**src/hdl/pel_pkg.sv**
```systemverilog
// Function
// - On failure flash the first eight LEDs eight times quickly, then show upper code byte.
// - After upper byte, flash eight times again, then show lower code byte.
// - Only the first eight status LEDs carry the pattern on larger units.
// - Byte splits into LEDs 1-4 and 5-8, weights 8,4,2,1 from lowest LED.
// - A one bit lights its LED, a zero bit leaves it dark.
// - First shown byte is high half, second is low half of one code.
// - Codes 2010, 2011 for diagnostic default faults, 2020 for pattern fault.
// - Codes 2030 status read, 1020 slow clock, 2040 watchdog failure.
// - Codes 2031 mains fail, 2033 positive rail fail, 2035 logic device fail.
// - Ethernet unit: 3010 reset timeout, 3040 bad data, 3050 no PHY.
// - Serial group reset timeout gives 41x0, group index 1 to C.
// - Serial group loopback timeout gives 42x0, group index in third digit.
// - Serial group invalid data gives 44x0, group index in third digit.
// - Codes 5010 memory address error, 5020 data bus, 5030 address high.
// - Codes 5040 address bus low, 5055 flash checksum mismatch.
package pel_pkg;

  // APB register offsets
  localparam logic [7:0] PEL_REG_FAIL_OFS   = 8'h00;
  localparam logic [7:0] PEL_REG_GROUP_OFS  = 8'h04;
  localparam logic [7:0] PEL_REG_STATUS_OFS = 8'h08;
  localparam logic [7:0] PEL_REG_CODE_OFS   = 8'h0C;
  localparam logic [7:0] PEL_REG_IRQ_ST_OFS = 8'h10;
  localparam logic [7:0] PEL_REG_IRQ_EN_OFS = 8'h14;
  localparam logic [7:0] PEL_REG_IRQ_CL_OFS = 8'h18;

  // Failure kinds, written by software to the fail register
  localparam logic [4:0] PEL_F_CLK_SLOW   = 5'h01;
  localparam logic [4:0] PEL_F_DIAG_DEF   = 5'h02;
  localparam logic [4:0] PEL_F_EXP_DEF    = 5'h03;
  localparam logic [4:0] PEL_F_DIAG_PAT   = 5'h04;
  localparam logic [4:0] PEL_F_STAT_READ  = 5'h05;
  localparam logic [4:0] PEL_F_MAINS      = 5'h06;
  localparam logic [4:0] PEL_F_POS_RAIL   = 5'h07;
  localparam logic [4:0] PEL_F_LOGIC_DEV  = 5'h08;
  localparam logic [4:0] PEL_F_WATCHDOG   = 5'h09;
  localparam logic [4:0] PEL_F_ETH_RESET  = 5'h0A;
  localparam logic [4:0] PEL_F_ETH_DATA   = 5'h0B;
  localparam logic [4:0] PEL_F_ETH_NOPHY  = 5'h0C;
  localparam logic [4:0] PEL_F_SER_RESET  = 5'h0D;
  localparam logic [4:0] PEL_F_SER_LOOP   = 5'h0E;
  localparam logic [4:0] PEL_F_SER_DATA   = 5'h0F;
  localparam logic [4:0] PEL_F_MEM_ADDR   = 5'h10;
  localparam logic [4:0] PEL_F_MEM_DBUS   = 5'h11;
  localparam logic [4:0] PEL_F_MEM_AHIGH  = 5'h12;
  localparam logic [4:0] PEL_F_MEM_ALOW   = 5'h13;
  localparam logic [4:0] PEL_F_FLASH_SUM  = 5'h14;

  // Error codes
  localparam logic [15:0] PEL_C_CLK_SLOW  = 16'h1020;
  localparam logic [15:0] PEL_C_DIAG_DEF  = 16'h2010;
  localparam logic [15:0] PEL_C_EXP_DEF   = 16'h2011;
  localparam logic [15:0] PEL_C_DIAG_PAT  = 16'h2020;
  localparam logic [15:0] PEL_C_STAT_READ = 16'h2030;
  localparam logic [15:0] PEL_C_MAINS     = 16'h2031;
  localparam logic [15:0] PEL_C_POS_RAIL  = 16'h2033;
  localparam logic [15:0] PEL_C_LOGIC_DEV = 16'h2035;
  localparam logic [15:0] PEL_C_WATCHDOG  = 16'h2040;
  localparam logic [15:0] PEL_C_ETH_RESET = 16'h3010;
  localparam logic [15:0] PEL_C_ETH_DATA  = 16'h3040;
  localparam logic [15:0] PEL_C_ETH_NOPHY = 16'h3050;
  localparam logic [7:0]  PEL_C_SER_RESET = 8'h41;
  localparam logic [7:0]  PEL_C_SER_LOOP  = 8'h42;
  localparam logic [7:0]  PEL_C_SER_DATA  = 8'h44;
  localparam logic [15:0] PEL_C_MEM_ADDR  = 16'h5010;
  localparam logic [15:0] PEL_C_MEM_DBUS  = 16'h5020;
  localparam logic [15:0] PEL_C_MEM_AHIGH = 16'h5030;
  localparam logic [15:0] PEL_C_MEM_ALOW  = 16'h5040;
  localparam logic [15:0] PEL_C_FLASH_SUM = 16'h5055;
  localparam logic [15:0] PEL_C_NONE      = 16'h0000;

  localparam logic [3:0]  PEL_GROUP_MIN   = 4'h1;
  localparam logic [3:0]  PEL_GROUP_MAX   = 4'hC;
  localparam int          PEL_FLASH_COUNT = 8;

  // Timing, 40 MHz clock
  localparam int PEL_CLK_HZ       = 40_000_000;
  localparam int PEL_FLASH_HALF_MS = 50;
  localparam int PEL_HOLD_MS       = 3000;
  localparam int PEL_FLASH_HALF_CYC = PEL_CLK_HZ / 1000 * PEL_FLASH_HALF_MS;
  localparam int PEL_HOLD_CYC       = PEL_CLK_HZ / 1000 * PEL_HOLD_MS;

  localparam logic [31:0] PEL_RST_ZERO = 32'h0000_0000;

  typedef enum logic [2:0] {
    PEL_IDLE,
    PEL_FLASH_ON,
    PEL_FLASH_OFF,
    PEL_SHOW,
    PEL_DONE
  } pel_state_t;

endpackage

```
**src/hdl/pel_code_map.sv**
```systemverilog
module pel_code_map
  import pel_pkg::*;
(
  input  wire logic        mclk_i,
  input  wire logic        rst_i,
  input  wire logic [4:0]  kind_i,
  input  wire logic [3:0]  group_i,
  output logic      [15:0] code_o,
  output logic             valid_o
);

  logic [15:0] code_next;
  logic        valid_next;
  logic        grp_ok;

  assign grp_ok = (group_i >= PEL_GROUP_MIN) && (group_i <= PEL_GROUP_MAX);

  always_comb
  begin
    code_next  = PEL_C_NONE;
    valid_next = 1'b1;
    case (kind_i)
      PEL_F_CLK_SLOW:  code_next = PEL_C_CLK_SLOW;
      PEL_F_DIAG_DEF:  code_next = PEL_C_DIAG_DEF;
      PEL_F_EXP_DEF:   code_next = PEL_C_EXP_DEF;
      PEL_F_DIAG_PAT:  code_next = PEL_C_DIAG_PAT;
      PEL_F_STAT_READ: code_next = PEL_C_STAT_READ;
      PEL_F_MAINS:     code_next = PEL_C_MAINS;
      PEL_F_POS_RAIL:  code_next = PEL_C_POS_RAIL;
      PEL_F_LOGIC_DEV: code_next = PEL_C_LOGIC_DEV;
      PEL_F_WATCHDOG:  code_next = PEL_C_WATCHDOG;
      PEL_F_ETH_RESET: code_next = PEL_C_ETH_RESET;
      PEL_F_ETH_DATA:  code_next = PEL_C_ETH_DATA;
      PEL_F_ETH_NOPHY: code_next = PEL_C_ETH_NOPHY;
      PEL_F_SER_RESET:
      begin
        code_next  = {PEL_C_SER_RESET, group_i, 4'h0};
        valid_next = grp_ok;
      end
      PEL_F_SER_LOOP:
      begin
        code_next  = {PEL_C_SER_LOOP, group_i, 4'h0};
        valid_next = grp_ok;
      end
      PEL_F_SER_DATA:
      begin
        code_next  = {PEL_C_SER_DATA, group_i, 4'h0};
        valid_next = grp_ok;
      end
      PEL_F_MEM_ADDR:  code_next = PEL_C_MEM_ADDR;
      PEL_F_MEM_DBUS:  code_next = PEL_C_MEM_DBUS;
      PEL_F_MEM_AHIGH: code_next = PEL_C_MEM_AHIGH;
      PEL_F_MEM_ALOW:  code_next = PEL_C_MEM_ALOW;
      PEL_F_FLASH_SUM: code_next = PEL_C_FLASH_SUM;
      default:         valid_next = 1'b0;
    endcase
    if (!valid_next)
    begin
      code_next = PEL_C_NONE;
    end
  end

  // Registered so the code is stable a cycle after the kind is written
  always_ff @(posedge mclk_i)
  begin
    if (rst_i)
    begin
      code_o  <= PEL_C_NONE;
      valid_o <= 1'b0;
    end
    else
    begin
      code_o  <= code_next;
      valid_o <= valid_next;
    end
  end

endmodule

```
**src/hdl/pel_led_reporter.sv**
```systemverilog
module pel_led_reporter
  import pel_pkg::*;
#(
  parameter int LED_COUNT      = 48,
  parameter int FLASH_HALF_CYC = PEL_FLASH_HALF_CYC,
  parameter int HOLD_CYC       = PEL_HOLD_CYC
)
(
  input  wire logic                 mclk_i,
  input  wire logic                 rst_i,
  input  wire logic                 psel,
  input  wire logic                 penable,
  input  wire logic                 pwrite,
  input  wire logic [7:0]           paddr,
  input  wire logic [31:0]          pwdata,
  output logic      [31:0]          prdata,
  output logic                      pready,
  output logic                      pslverr,
  output logic      [LED_COUNT-1:0] led_o,
  output logic                      irq_o
);

  localparam int CNT_W = $clog2(HOLD_CYC > FLASH_HALF_CYC ? HOLD_CYC + 1 : FLASH_HALF_CYC + 1);
  localparam logic [CNT_W-1:0] FLASH_LAST = CNT_W'(FLASH_HALF_CYC - 1);
  localparam logic [CNT_W-1:0] HOLD_LAST  = CNT_W'(HOLD_CYC - 1);

  pel_state_t       state_reg;
  logic [CNT_W-1:0] timer_reg;
  logic [2:0]       flash_reg;
  logic             byte_sel_reg;
  logic [4:0]       kind_reg;
  logic [3:0]       group_reg;
  logic             start_reg;
  logic             start_d_reg;
  logic [15:0]      shown_code_reg;
  logic [1:0]       irq_st_reg;
  logic [1:0]       irq_en_reg;
  logic [7:0]       pattern;
  logic [15:0]      map_code;
  logic             map_valid;
  logic             wr_en;
  logic             rd_en;
  logic             addr_ok;
  logic             busy;
  logic             tick;
  logic             ev_start;
  logic             ev_done;
  logic [1:0]       irq_clr;

  assign pready  = 1'b1;
  assign wr_en   = psel && penable && pwrite;
  assign rd_en   = psel && penable && !pwrite;
  // Pending start counts as busy so a quick second fail write is dropped
  assign busy    = start_reg || start_d_reg || ((state_reg != PEL_IDLE) && (state_reg != PEL_DONE));
  assign addr_ok = (paddr == PEL_REG_FAIL_OFS) || (paddr == PEL_REG_GROUP_OFS) ||
                   (paddr == PEL_REG_STATUS_OFS) || (paddr == PEL_REG_CODE_OFS) ||
                   (paddr == PEL_REG_IRQ_ST_OFS) || (paddr == PEL_REG_IRQ_EN_OFS) ||
                   (paddr == PEL_REG_IRQ_CL_OFS);
  assign pslverr = psel && penable && !addr_ok;

  pel_code_map u_map
  (
    .mclk_i  (mclk_i),
    .rst_i   (rst_i),
    .kind_i  (kind_reg),
    .group_i (group_reg),
    .code_o  (map_code),
    .valid_o (map_valid)
  );

  // Software registers
  always_ff @(posedge mclk_i)
  begin
    if (rst_i)
    begin
      kind_reg   <= 5'h00;
      group_reg  <= 4'h0;
      irq_en_reg <= 2'b00;
      start_reg  <= 1'b0;
    end
    else
    begin
      start_reg <= 1'b0;
      if (wr_en && (paddr == PEL_REG_FAIL_OFS) && !busy)
      begin
        kind_reg  <= pwdata[4:0];
        start_reg <= 1'b1;
      end
      if (wr_en && (paddr == PEL_REG_GROUP_OFS))
      begin
        group_reg <= pwdata[3:0];
      end
      if (wr_en && (paddr == PEL_REG_IRQ_EN_OFS))
      begin
        irq_en_reg <= pwdata[1:0];
      end
    end
  end

  // Start one cycle late so the mapped code has settled
  always_ff @(posedge mclk_i)
  begin
    if (rst_i)
    begin
      start_d_reg <= 1'b0;
    end
    else
    begin
      start_d_reg <= start_reg;
    end
  end

  assign ev_start = start_d_reg && map_valid;
  assign tick     = (state_reg == PEL_SHOW) ? (timer_reg == HOLD_LAST) : (timer_reg == FLASH_LAST);

  always_ff @(posedge mclk_i)
  begin
    if (rst_i)
    begin
      state_reg      <= PEL_IDLE;
      timer_reg      <= '0;
      flash_reg      <= 3'd0;
      byte_sel_reg   <= 1'b0;
      shown_code_reg <= PEL_C_NONE;
    end
    else
    begin
      case (state_reg)
        PEL_IDLE, PEL_DONE:
        begin
          if (ev_start)
          begin
            shown_code_reg <= map_code;
            state_reg      <= PEL_FLASH_ON;
            timer_reg      <= '0;
            flash_reg      <= 3'd0;
            byte_sel_reg   <= 1'b0;
          end
        end
        PEL_FLASH_ON:
        begin
          timer_reg <= tick ? '0 : timer_reg + 1'b1;
          if (tick)
          begin
            state_reg <= PEL_FLASH_OFF;
          end
        end
        PEL_FLASH_OFF:
        begin
          timer_reg <= tick ? '0 : timer_reg + 1'b1;
          if (tick)
          begin
            flash_reg <= flash_reg + 3'd1;
            // Eight on/off pairs before the byte appears
            state_reg <= (flash_reg == 3'(PEL_FLASH_COUNT - 1)) ? PEL_SHOW : PEL_FLASH_ON;
          end
        end
        PEL_SHOW:
        begin
          timer_reg <= tick ? '0 : timer_reg + 1'b1;
          if (tick)
          begin
            byte_sel_reg <= 1'b1;
            state_reg    <= byte_sel_reg ? PEL_DONE : PEL_FLASH_ON;
          end
        end
        default:
        begin
          state_reg <= PEL_IDLE;
        end
      endcase
    end
  end

  assign ev_done = (state_reg == PEL_SHOW) && tick && byte_sel_reg;

  always_comb
  begin
    // High byte first, then low byte
    pattern = byte_sel_reg ? shown_code_reg[7:0] : shown_code_reg[15:8];
  end

  // LED 1 is bit 0 of led_o and carries weight 8 of the upper nibble
  genvar gi;
  generate
    for (gi = 0; gi < LED_COUNT; gi++)
    begin : g_led
      always_ff @(posedge mclk_i)
      begin
        if (rst_i)
        begin
          led_o[gi] <= 1'b0;
        end
        else if (gi >= 8)
        begin
          led_o[gi] <= 1'b0;
        end
        else if (state_reg == PEL_FLASH_ON)
        begin
          led_o[gi] <= 1'b1;
        end
        else if (state_reg == PEL_SHOW)
        begin
          led_o[gi] <= pattern[7 - (gi % 8)];
        end
        else
        begin
          led_o[gi] <= 1'b0;
        end
      end
    end
  endgenerate

  // Interrupts: bit0 report started, bit1 report finished; set wins over clear
  assign irq_clr = (wr_en && (paddr == PEL_REG_IRQ_CL_OFS)) ? pwdata[1:0] : 2'b00;

  always_ff @(posedge mclk_i)
  begin
    if (rst_i)
    begin
      irq_st_reg <= 2'b00;
    end
    else
    begin
      irq_st_reg <= (irq_st_reg & ~irq_clr) | {ev_done, ev_start};
    end
  end

  always_ff @(posedge mclk_i)
  begin
    if (rst_i)
    begin
      irq_o <= 1'b0;
    end
    else
    begin
      irq_o <= |(((irq_st_reg & ~irq_clr) | {ev_done, ev_start}) & irq_en_reg);
    end
  end

  always_ff @(posedge mclk_i)
  begin
    if (rst_i)
    begin
      prdata <= PEL_RST_ZERO;
    end
    else if (psel && !penable && !pwrite)
    begin
      case (paddr)
        PEL_REG_FAIL_OFS:   prdata <= {27'h0, kind_reg};
        PEL_REG_GROUP_OFS:  prdata <= {28'h0, group_reg};
        PEL_REG_STATUS_OFS: prdata <= {28'h0, byte_sel_reg, flash_reg == 3'd0, busy, state_reg == PEL_DONE};
        PEL_REG_CODE_OFS:   prdata <= {16'h0, shown_code_reg};
        PEL_REG_IRQ_ST_OFS: prdata <= {30'h0, irq_st_reg};
        PEL_REG_IRQ_EN_OFS: prdata <= {30'h0, irq_en_reg};
        default:            prdata <= PEL_RST_ZERO;
      endcase
    end
  end

endmodule

```
**config.mk**
```make
export PLATFORM = sky130hd
export DESIGN_NAME = pel_led_reporter
export DESIGN_NICKNAME = d
export VERILOG_FILES = /design/src/hdl/pel_pkg.sv /design/src/hdl/pel_code_map.sv /design/src/hdl/pel_led_reporter.sv
export SDC_FILE = /design/constraint.sdc
export NUM_CORES = 1
export LEC_CHECK = 0
export BUFFER_PORTS_ARGS = -buffer_cell sky130_fd_sc_hd__clkbuf_2
export CAP_MARGIN = 20
export CORE_MARGIN = 2
export CORE_UTILIZATION = 30
export DETAILED_ROUTE_END_ITERATION = 10
export PLACE_DENSITY_LB_ADDON = 0.2
export SLEW_MARGIN = 40
export SYNTH_ARGS = -nofsm -noshare
export SYNTH_HDL_FRONTEND = slang
export SYNTH_SLANG_ARGS = --single-unit
```
**constraint.sdc**
```tcl
create_clock -name mclk_i -period 5.1 [get_ports mclk_i]
set_input_delay 0.51 -clock mclk_i [delete_from_list [all_inputs] [get_ports mclk_i]]
set_output_delay 0.51 -clock mclk_i [all_outputs]
set_load 0.01 [all_outputs]
```
**Yosys cells after proc, flatten, opt, wreduce, memory -nomap -nowiden**

Index checks and enable logic that the tools add are counted.

- Flip-flop bits (word level): 123
- Input port bits: 45
- Output and inout port bits: 83

- Order comparisons: 2
- Bitwise gates (word level): 5
- Reduce and logical (&&, ||, !) cells: 45
- Add/subtract/negate cells: 2
- Equality and inequality tests: 38
- Mux-type cells: 39

Operator list:

| operator | count |
|---|---|
| 15-bit one-hot mux with 20 select lines | 1 |
| 16-bit one-hot mux with 6 select lines | 1 |
| 27-bit 2-to-1 mux | 2 |
| 27-bit one-hot mux with 2 select lines | 1 |
| 5-bit by 4-bit equality test with 1-bit output (second input constant) | 8 |
| 27-bit by 1-bit adder with 27-bit output (second input constant) | 1 |
| 27-bit by 21-bit equality test with 1-bit output (second input constant) | 1 |
| 27-bit equality test (second input constant) | 1 |
| 5-bit equality test (second input constant) | 5 |
| 8-bit by 5-bit equality test with 1-bit output (second input constant) | 3 |
| 3-bit 2-to-1 mux | 7 |
| 5-bit by 3-bit equality test with 1-bit output (second input constant) | 4 |
| 1-bit 2-to-1 mux | 20 |
| 17-bit OR reduction | 1 |
| 8-bit by 4-bit equality test with 1-bit output (second input constant) | 2 |
| 1-bit logical AND | 15 |
| 3-bit one-hot mux with 4 select lines | 1 |
| 5-bit by 2-bit equality test with 1-bit output (second input constant) | 2 |
| 8-bit by 3-bit equality test with 1-bit output (second input constant) | 1 |
| 8-bit logical NOT | 1 |
| 1-bit logical OR | 8 |
| 8-bit 2-to-1 mux | 1 |
| 2-bit inequality test (second input constant) | 4 |
| 3-bit by 2-bit equality test with 1-bit output (second input constant) | 2 |
| other kinds (23) | 38 |

**Longest topological paths before layout**

Gate-level depths: netlist of run 1.

- Depth in word-level cells: 9
- Gate-level depth with buffers: 8

**Cells and area by module**

A second synthesis of run 1 with hierarchy kept.

- Cell total of the unflattened synthesis: 603
- Area, all modules: 5230.0 sq um

By module, submodules not included:

| module | instances | sequential area each (sq um) | cells an instance | area each (sq um) |
|---|---|---|---|---|
| pel_led_reporter | 1 | 1801.7 | 509 | 4461.8 |
| pel_code_map | 1 | 280.3 | 94 | 768.2 |

**Least setup slack after synthesis of run 1**

Ideal clock, no wire load.

- Path type: in2reg
- Start: in paddr[0]
- End: reg group_reg[3]
- Cell stages on the path: 6
- Path buffers: 1
- Required time: 4972 ps
- Slack: 3148 ps
- Arrival: 1825 ps
- Cell sequence: nor4_1 > nor3b_2 > and4b_1 > clkbuf_2 > mux2i_1 > nor2_1

- Cells in the longest elaborated chain, start to end: 2

Ends and longest elaborated chain:

| element | line | RTL |
|---|---|---|
| from (decl) | pel_led_reporter.sv:14 | `input wire logic [7:0] paddr,` |
| 8-bit by 3-bit equality test with 1-bit output | pel_led_reporter.sv:89 | `if (wr_en && (paddr == PEL_REG_GROUP_OFS))` |
| 1-bit logical AND | pel_led_reporter.sv:89 |  |
| to (signal assigned) | pel_led_reporter.sv:91 | `group_reg <= pwdata[3:0];` |
| to (decl) | pel_led_reporter.sv:32 | `logic [3:0] group_reg;` |

Every way passes these cells.
A chain may end at the register's enable or synchronous reset.

**Worst setup path after layout of run 1**

- Start: reg state_reg[1]
- End: reg timer_reg[14]

- Cells in the longest elaborated chain, start to end: 4

Ends and longest elaborated chain:

| element | line | RTL |
|---|---|---|
| from (decl) | pel_led_reporter.sv:27 | `pel_state_t state_reg;` |
| from (signal assigned) | pel_led_reporter.sv:155 | `state_reg <= (flash_reg == 3'(PEL_FLASH_COUNT - 1)) ? PEL_SHOW : PEL_FLASH_ON;` |
| from (signal assigned) | pel_led_reporter.sv:164 | `state_reg <= byte_sel_reg ? PEL_DONE : PEL_FLASH_ON;` |
| 3-bit by 2-bit equality test with 1-bit output, or another cell as far along | pel_led_reporter.sv:114, pel_led_reporter.sv:128 |  |
| 1-bit 2-to-1 mux, or another cell as far along | pel_led_reporter.sv:114 | `assign tick = (state_reg == PEL_SHOW) ? (timer_reg == HOLD_LAST) : (timer_reg == FLASH_LAST);` |
| 27-bit 2-to-1 mux, or another cell as far along | pel_led_reporter.sv:142, pel_led_reporter.sv:150, pel_led_reporter.sv:160 |  |
| 27-bit one-hot mux with 2 select lines or 2-bit AND reduction (tied branches) | -- |  |
| to (signal assigned) | pel_led_reporter.sv:142 | `timer_reg <= tick ? '0 : timer_reg + 1'b1;` |
| to (signal assigned) | pel_led_reporter.sv:150 | `timer_reg <= tick ? '0 : timer_reg + 1'b1;` |
| to (signal assigned) | pel_led_reporter.sv:160 | `timer_reg <= tick ? '0 : timer_reg + 1'b1;` |
| to (decl) | pel_led_reporter.sv:28 | `logic [CNT_W-1:0] timer_reg;` |

Several ways; a longest one is shown, not always the timed one.

==> flow_summary.toml, run 1 <==
[clock_tree]
clockRootBuffer = "clkbuf_16"
h-tree-depth = 3
cts_buffers = 9
cts_sinks = 99
cts.clk_slew.worst_paths_ns = 0.07
cts_tree = "done"
clk_path_buf_depth = 2
cts_setup_buffers = 0
insertion_delay_ns = 0.36
ctsHoldBuffers = 0
cts_resized = 0

[pwr]
power.leakage_uw = 0.00194
swShare_pct = 24.7
irDropWorstVdd_mv = 0.161
combPwrFrac_pct = 3.9
finalPower_uw = 1510
switchingPower_uw = 373
p_int_uw = 1140
p_per_area_mw_per_mm2 = 272
p_seq_share_pct = 51.1
clockPowerShare_pct = 45.0

[worst_setup_path]
rr_startpoint = "state_reg[1]"
cp_slowest_cell = "dfxtp_1"
cp_cell_sequence = "nand3b_1 > and4_1 > o2111ai_2 > nand2_1 > o311ai_0"
start_kind = "flip-flop"
r2r_setup_slack_ns = 2.36
path_buf_inv = 0
cp_max_fo = 15
crit_family = "compound AO/OA/AOI/OAI gates"
cp_slowest_stage_delay_ns = 0.66
cp_data_arrival_time_ns = 2.98
criticalPathCategory = "reg -> reg"
r2r_cells = 5
end_kind = "flip-flop"
critical_path_required_ns = 5.34
timing.rr.end = "timer_reg[14]"

[global_routing]
grt_usage_pct = 14.0
antenna_found_initial = 0
grt_pass1_wl_mm = 20.4
overflow = 0
grt_pass1_vias = 3941
grt_max_degree = 67

[drt]
antenna_left = 0
vias_per_cell = 5.03
drc = 0
routedWlPerCell_um = 14.5
first_iter_violations = 189
num_vias = 4327
dr.pass1.iters = 4
drt-total-wl_mm = 12.5

[hold_path]
holdPathEnd = "kind_reg[4]"
hold_path_depth = 3
holdCritStartpoint = "pwdata[4]"
hp-class = "in -> reg"

[timing]
tightest_slew_ns = 0.715
max_freq_mhz = 365
fin_tns_setup_ns = 0
finalSetupViolCount = 0
grt_setup_unrepaired = "no"
hold_violations = 0
skew_ns = 0.0103
slew_viol_final = 0
period_needed_ns = 2.74
relSlewSlack_pct = 52.0
fin_crit_sh_pct = 53.7

[synth]
synth_top_area_cell = "dfxtp_1"
synth_area_mm2 = 0.00514
syn_area_per_cell_um2 = 8.22
synthTopCellsByArea = "dfxtp_1 (39%), buf_4 (8.6%), nand2_1 (5.0%)"
ys_ff_latch = 99
ys_seq_area_share_pct = 38.5
synth_ff_type = "dfxtp_1"
synth_edf_count = 0
synthDistinctLibCells = 64
synthCells = 626
synth_top_area_share_pct = 38.5
yosysMostFrequentCell = "dfxtp_1"
postSynth.asyncResetShare_pct = 0
ys_warn_count = 0
synth_common_cells = "dfxtp_1 (99), nand2_1 (69), buf_4 (59)"

[final_layout]
drive_gt1_share_pct = 12.8
largest_reg_flops = 27
area_delta_synth_final_pct = 8.10
nNetsFinal = 685
diodes = 0
fillers = 1855

[floorplanning]
ios = 128
rows = 47
die_w_um = 135
dieArea_mm2 = 0.0182
dieHeight_um = 135
core-area_mm2 = 0.0167
initial_utilization_pct = 30.8

[placement]
portBuffers = 41
place_hpwl_mm = 8.70
routabilityCongestion = 0.774

[job]
max-cap-violations = 0

[outcome]
status = "complete, no violations"
[cell families (layout without fill, tap and decap cells)]
kind of cell	Yosys count	in the layout	share of synthesized area, %
flip-flops	99	99	38.5
multiplexers	26	26	5.57
AO/OA/AOI/OAI	125	125	15.8
adder cells (fa/ha/maj)	4	4	0.973
other	2	59	0.146
AND/OR/NAND/NOR	248	248	25.3
XOR/XNOR	3	3	0.511
buffers and inverters	119	77	13.2
[how the worst max path moves through the flow]
stage / from / to / slack, ns / cells past startpoint
after global routing: state_reg[1] / timer_reg[9] / 2.07 / 5
after global placement: state_reg[1] / timer_reg[20] / 2.43 / 5
after floorplan: paddr[0] / group_reg[3] / 3.15 / 6
after detailed placement: state_reg[1] / timer_reg[22] / 2.36 / 5
final: state_reg[1] / timer_reg[14] / 2.36 / 5
after CTS: state_reg[1] / timer_reg[14] / 2.33 / 5
[power by group through the flow]
stage / sequential, uW / clock, uW / combinational, uW
after floorplan: 790 / 0 / 75.0
after global placement: 791 / 0 / 58.4
after detailed placement: 791 / 0 / 58.5
after CTS: 772 / 700 / 58.6
after global routing: 772 / 734 / 65.8
final: 772 / 681 / 59.5
[per-stage QoR]
stage | std cells | area, um^2 | setup WS, ns | utilization (%) | hold slack [ns]
CTS | 861 | 5560 | 2.33 | 33.3 | 0.379
global route | 861 | 5560 | 2.07 | 33.3 | 0.383
detailed placement | 845 | 5270 | 2.36 | 31.5 | 0.429
floorplan | 683 | 5360 | 3.15 | - | 0.417
finish | 861 | 5560 | 2.36 | 33.3 | 0.386
global placement | 844 | 5260 | 2.43 | 31.5 | 0.420
[worst min-delay path: stages]
cell,delay [ns]
clkbuf_2,0.08
mux2i_1,0.05
nor2_1,0.07
[cell type report]
class	count	area [um^2]	share of cell area [%]
clock inverters	6	53.8	0.967
well taps	220	275	4.95
flip-flops and latches	99	1980	35.6
clock buffers	10	239	4.30
repair buffers	46	243	4.36
inverters	15	56.3	1.01
multi-input cells	465	2710	48.8
[cell usage in the layout, fill, tap and decap left out, types with 4 or more instances in the layout]
cell type,n
a2111oi_0,7
a21oi_1,44
a22oi_1,11
a31oi_1,11
and2_1,5
and3_1,7
buf_4,5
clkbuf_16,9
clkbuf_2,41
conb_1,59
dfxtp_1,99
ha_1,4
inv_1,15
mux2i_1,23
nand2_1,69
nand2b_1,4
nand3_1,26
nand3b_1,6
nand4_1,21
nor2_1,47
nor2b_1,10
nor3_1,13
nor4_1,6
o211ai_1,10
o21ai_0,13
o22ai_1,4
o311ai_0,4
or2_2,5
[metal layers]
layer | routed length (um) | vias up | track usage [%]
met5 | 0 | - | 0
met4 | 163 | 0 | 4.11
met3 | 539 | 16 | 3.79
met2 | 5840 | 94 | 22.3
met1 | 5980 | 2072 | 18.7
li1 | - | 2145 | -
No activity file was read; power rests on OpenSTA's default activity.
==> run 2: changes to the inputs <==
==> constraint.sdc (replaced) <==
create_clock -name mclk_i -period 2.25 [get_ports mclk_i]
set_input_delay 0.225 -clock mclk_i [delete_from_list [all_inputs] [get_ports mclk_i]]
set_output_delay 0.225 -clock mclk_i [all_outputs]
set_load 0.01 [all_outputs]
==> flow_summary.toml, run 2 (synthesis results as in run 1) <==
[outcome]
status = "complete, no violations"

[final_layout]
largest_reg_flops = 27
nNetsFinal = 712
layout_common_cells = "dfxtp_1 (99), nand2_1 (69), conb_1 (59), nor2_1 (47), a21oi_1 (44)"
postLayoutCellArea_mm2 = 0.00577
diodes = 0
drive_gt1_share_pct = 16.2
area_delta_synth_final_pct = 12.1
utilization_pct = 34.5
layout_commonest_cell = "dfxtp_1"
final_cells = 888

[global_routing]
grt_pass1_vias = 4130
overflow = 0
grt_usage_pct = 14.2
grt_pass1_wl_mm = 20.8
antenna_found_initial = 0
grt_max_degree = 23

[floorplanning]
dieHeight_um = 135
rows = 47
initial_utilization_pct = 30.8
core-area_mm2 = 0.0167
die_w_um = 135
dieArea_mm2 = 0.0182
ios = 128

[hold_path]
holdCritStartpoint = "pwdata[4]"
hp-class = "in -> reg"

[clock_tree]
cts_setup_buffers = 0
cts_buffers = 9
ctsHoldBuffers = 0
cts_sinks = 99
cts.clk_slew.worst_paths_ns = 0.07
clockRootBuffer = "clkbuf_16"
insertion_delay_ns = 0.36
h-tree-depth = 3
cts_tree = "done"
clk_path_buf_depth = 2

[worst_setup_path]
cp_slowest_cell = "dfxtp_1"
cp_max_fo = 11
crit_start = "timer_reg[21]"
start_kind = "flip-flop"
crit_family = "simple AND/OR/NAND/NOR gates"
cp_data_arrival_time_ns = 2.22
end_kind = "flip-flop"
cp_cell_sequence = "nand4bb_1 > nor4_1 > o2111ai_4 > buf_4 > a41oi_1 > o31ai_1"
critical_path_required_ns = 2.48
criticalPathCategory = "reg -> reg"
cp_slowest_stage_delay_ns = 0.47
path_buf_inv = 1
rr_startpoint = "timer_reg[21]"

[pwr]
irDropWorstVdd_mv = 0.353
clockPowerShare_pct = 44.8
switchingPower_uw = 843
swShare_pct = 24.6
p_per_area_mw_per_mm2 = 594
combPwrFrac_pct = 4.1
p_int_uw = 2590
power.leakage_uw = 0.00208
p_seq_share_pct = 51.1

[placement]
dpl_cell_area_mm2 = 0.00547
place_hpwl_mm = 9.37
dp.cells = 872
portBuffers = 41
routabilityCongestion = 0.803

[timing]
hold_violations = 0
slew_viol_final = 0
fin_tns_setup_ns = 0
tightest_slew_ns = 0.590
fin_crit_sh_pct = 88.4
period_needed_ns = 1.99
relSlewSlack_pct = 60.6
finalSetupViolCount = 0
whs_ns = 0.101
max_freq_mhz = 502
skew_ns = 0.00798

[drt]
antenna_left = 0
vias_per_cell = 4.97
dr.pass1.iters = 4
drt-total-wl_mm = 12.7
routedWlPerCell_um = 14.3
first_iter_violations = 192
drc = 0
num_vias = 4413

[job]
max-cap-violations = 0
-- run 2: cell types whose count changed in the layout (fill, tap and decap cells not counted), sizes merged --
cell,change
buf,+27
clkinv,-1
inv,+1
-- run 2: timing repair --
action	CTS	global route
endpoints found under the setup margin	0	1
resized for setup	0	1
endpoints found under the hold margin	0	0
-- run 2: layout make-up --
class                      instances  area, um^2
clock buffer                      10         239
inverter                          15        56.3
timing repair buffer              73         445
multi-input combinational        465        2720
sequential                        99        1980
fill                            1813       10900
clock inverter                     6        51.3
tap                              220         275
-- run 2: power groups by stage --
stage | Combinational (uW) | Sequential, uW | Clock [uW]
floorplan | 170 | 1790 | 0
global placement | 137 | 1790 | 0
detailed placement | 138 | 1790 | 0
CTS | 139 | 1750 | 1580
global route | 157 | 1750 | 1630
finish | 142 | 1750 | 1540
-- run 2: path summary, 6_finish.rpt --
| kind | endpoint | slack, ns | cells after the start |
|---|---|---|---|
| hold / removal | kind_reg[4] | 0.10 | 3 |
| setup reg to reg | timer_reg[17] | 0.26 | 6 |
| setup / recovery | timer_reg[17] | 0.26 | 6 |
| hold reg to reg | shown_code_reg[1] | 0.43 | 2 |
-- run 2: per-layer routing --
layer	global-route usage (%)	vias up	part of all wire [%]
li1	-	2196	-
met2	23.1	102	47
met5	0	-	0
met4	4.34	0	1.4
met1	18.9	2100	47
met3	3.08	15	4.7
-- run 2: stage by stage --
step | total power (uW) | setup WS (ns)
detailed placement | 1930 | 0.228
floorplan | 1960 | 0.429
finish | 3430 | 0.260
global placement | 1930 | 0.281
CTS | 3470 | 0.176
global route | 3530 | -0.00812
-- run 2: worst reg2reg max path, delay by kind of cell (launching register included) --
| kind | cells | cell delay [ns] |
|---|---|---|
| simple gates | 2 | 0.64 |
| flops | 1 | 0.47 |
| buf+inv | 1 | 0.26 |
| compound gates | 3 | 0.50 |
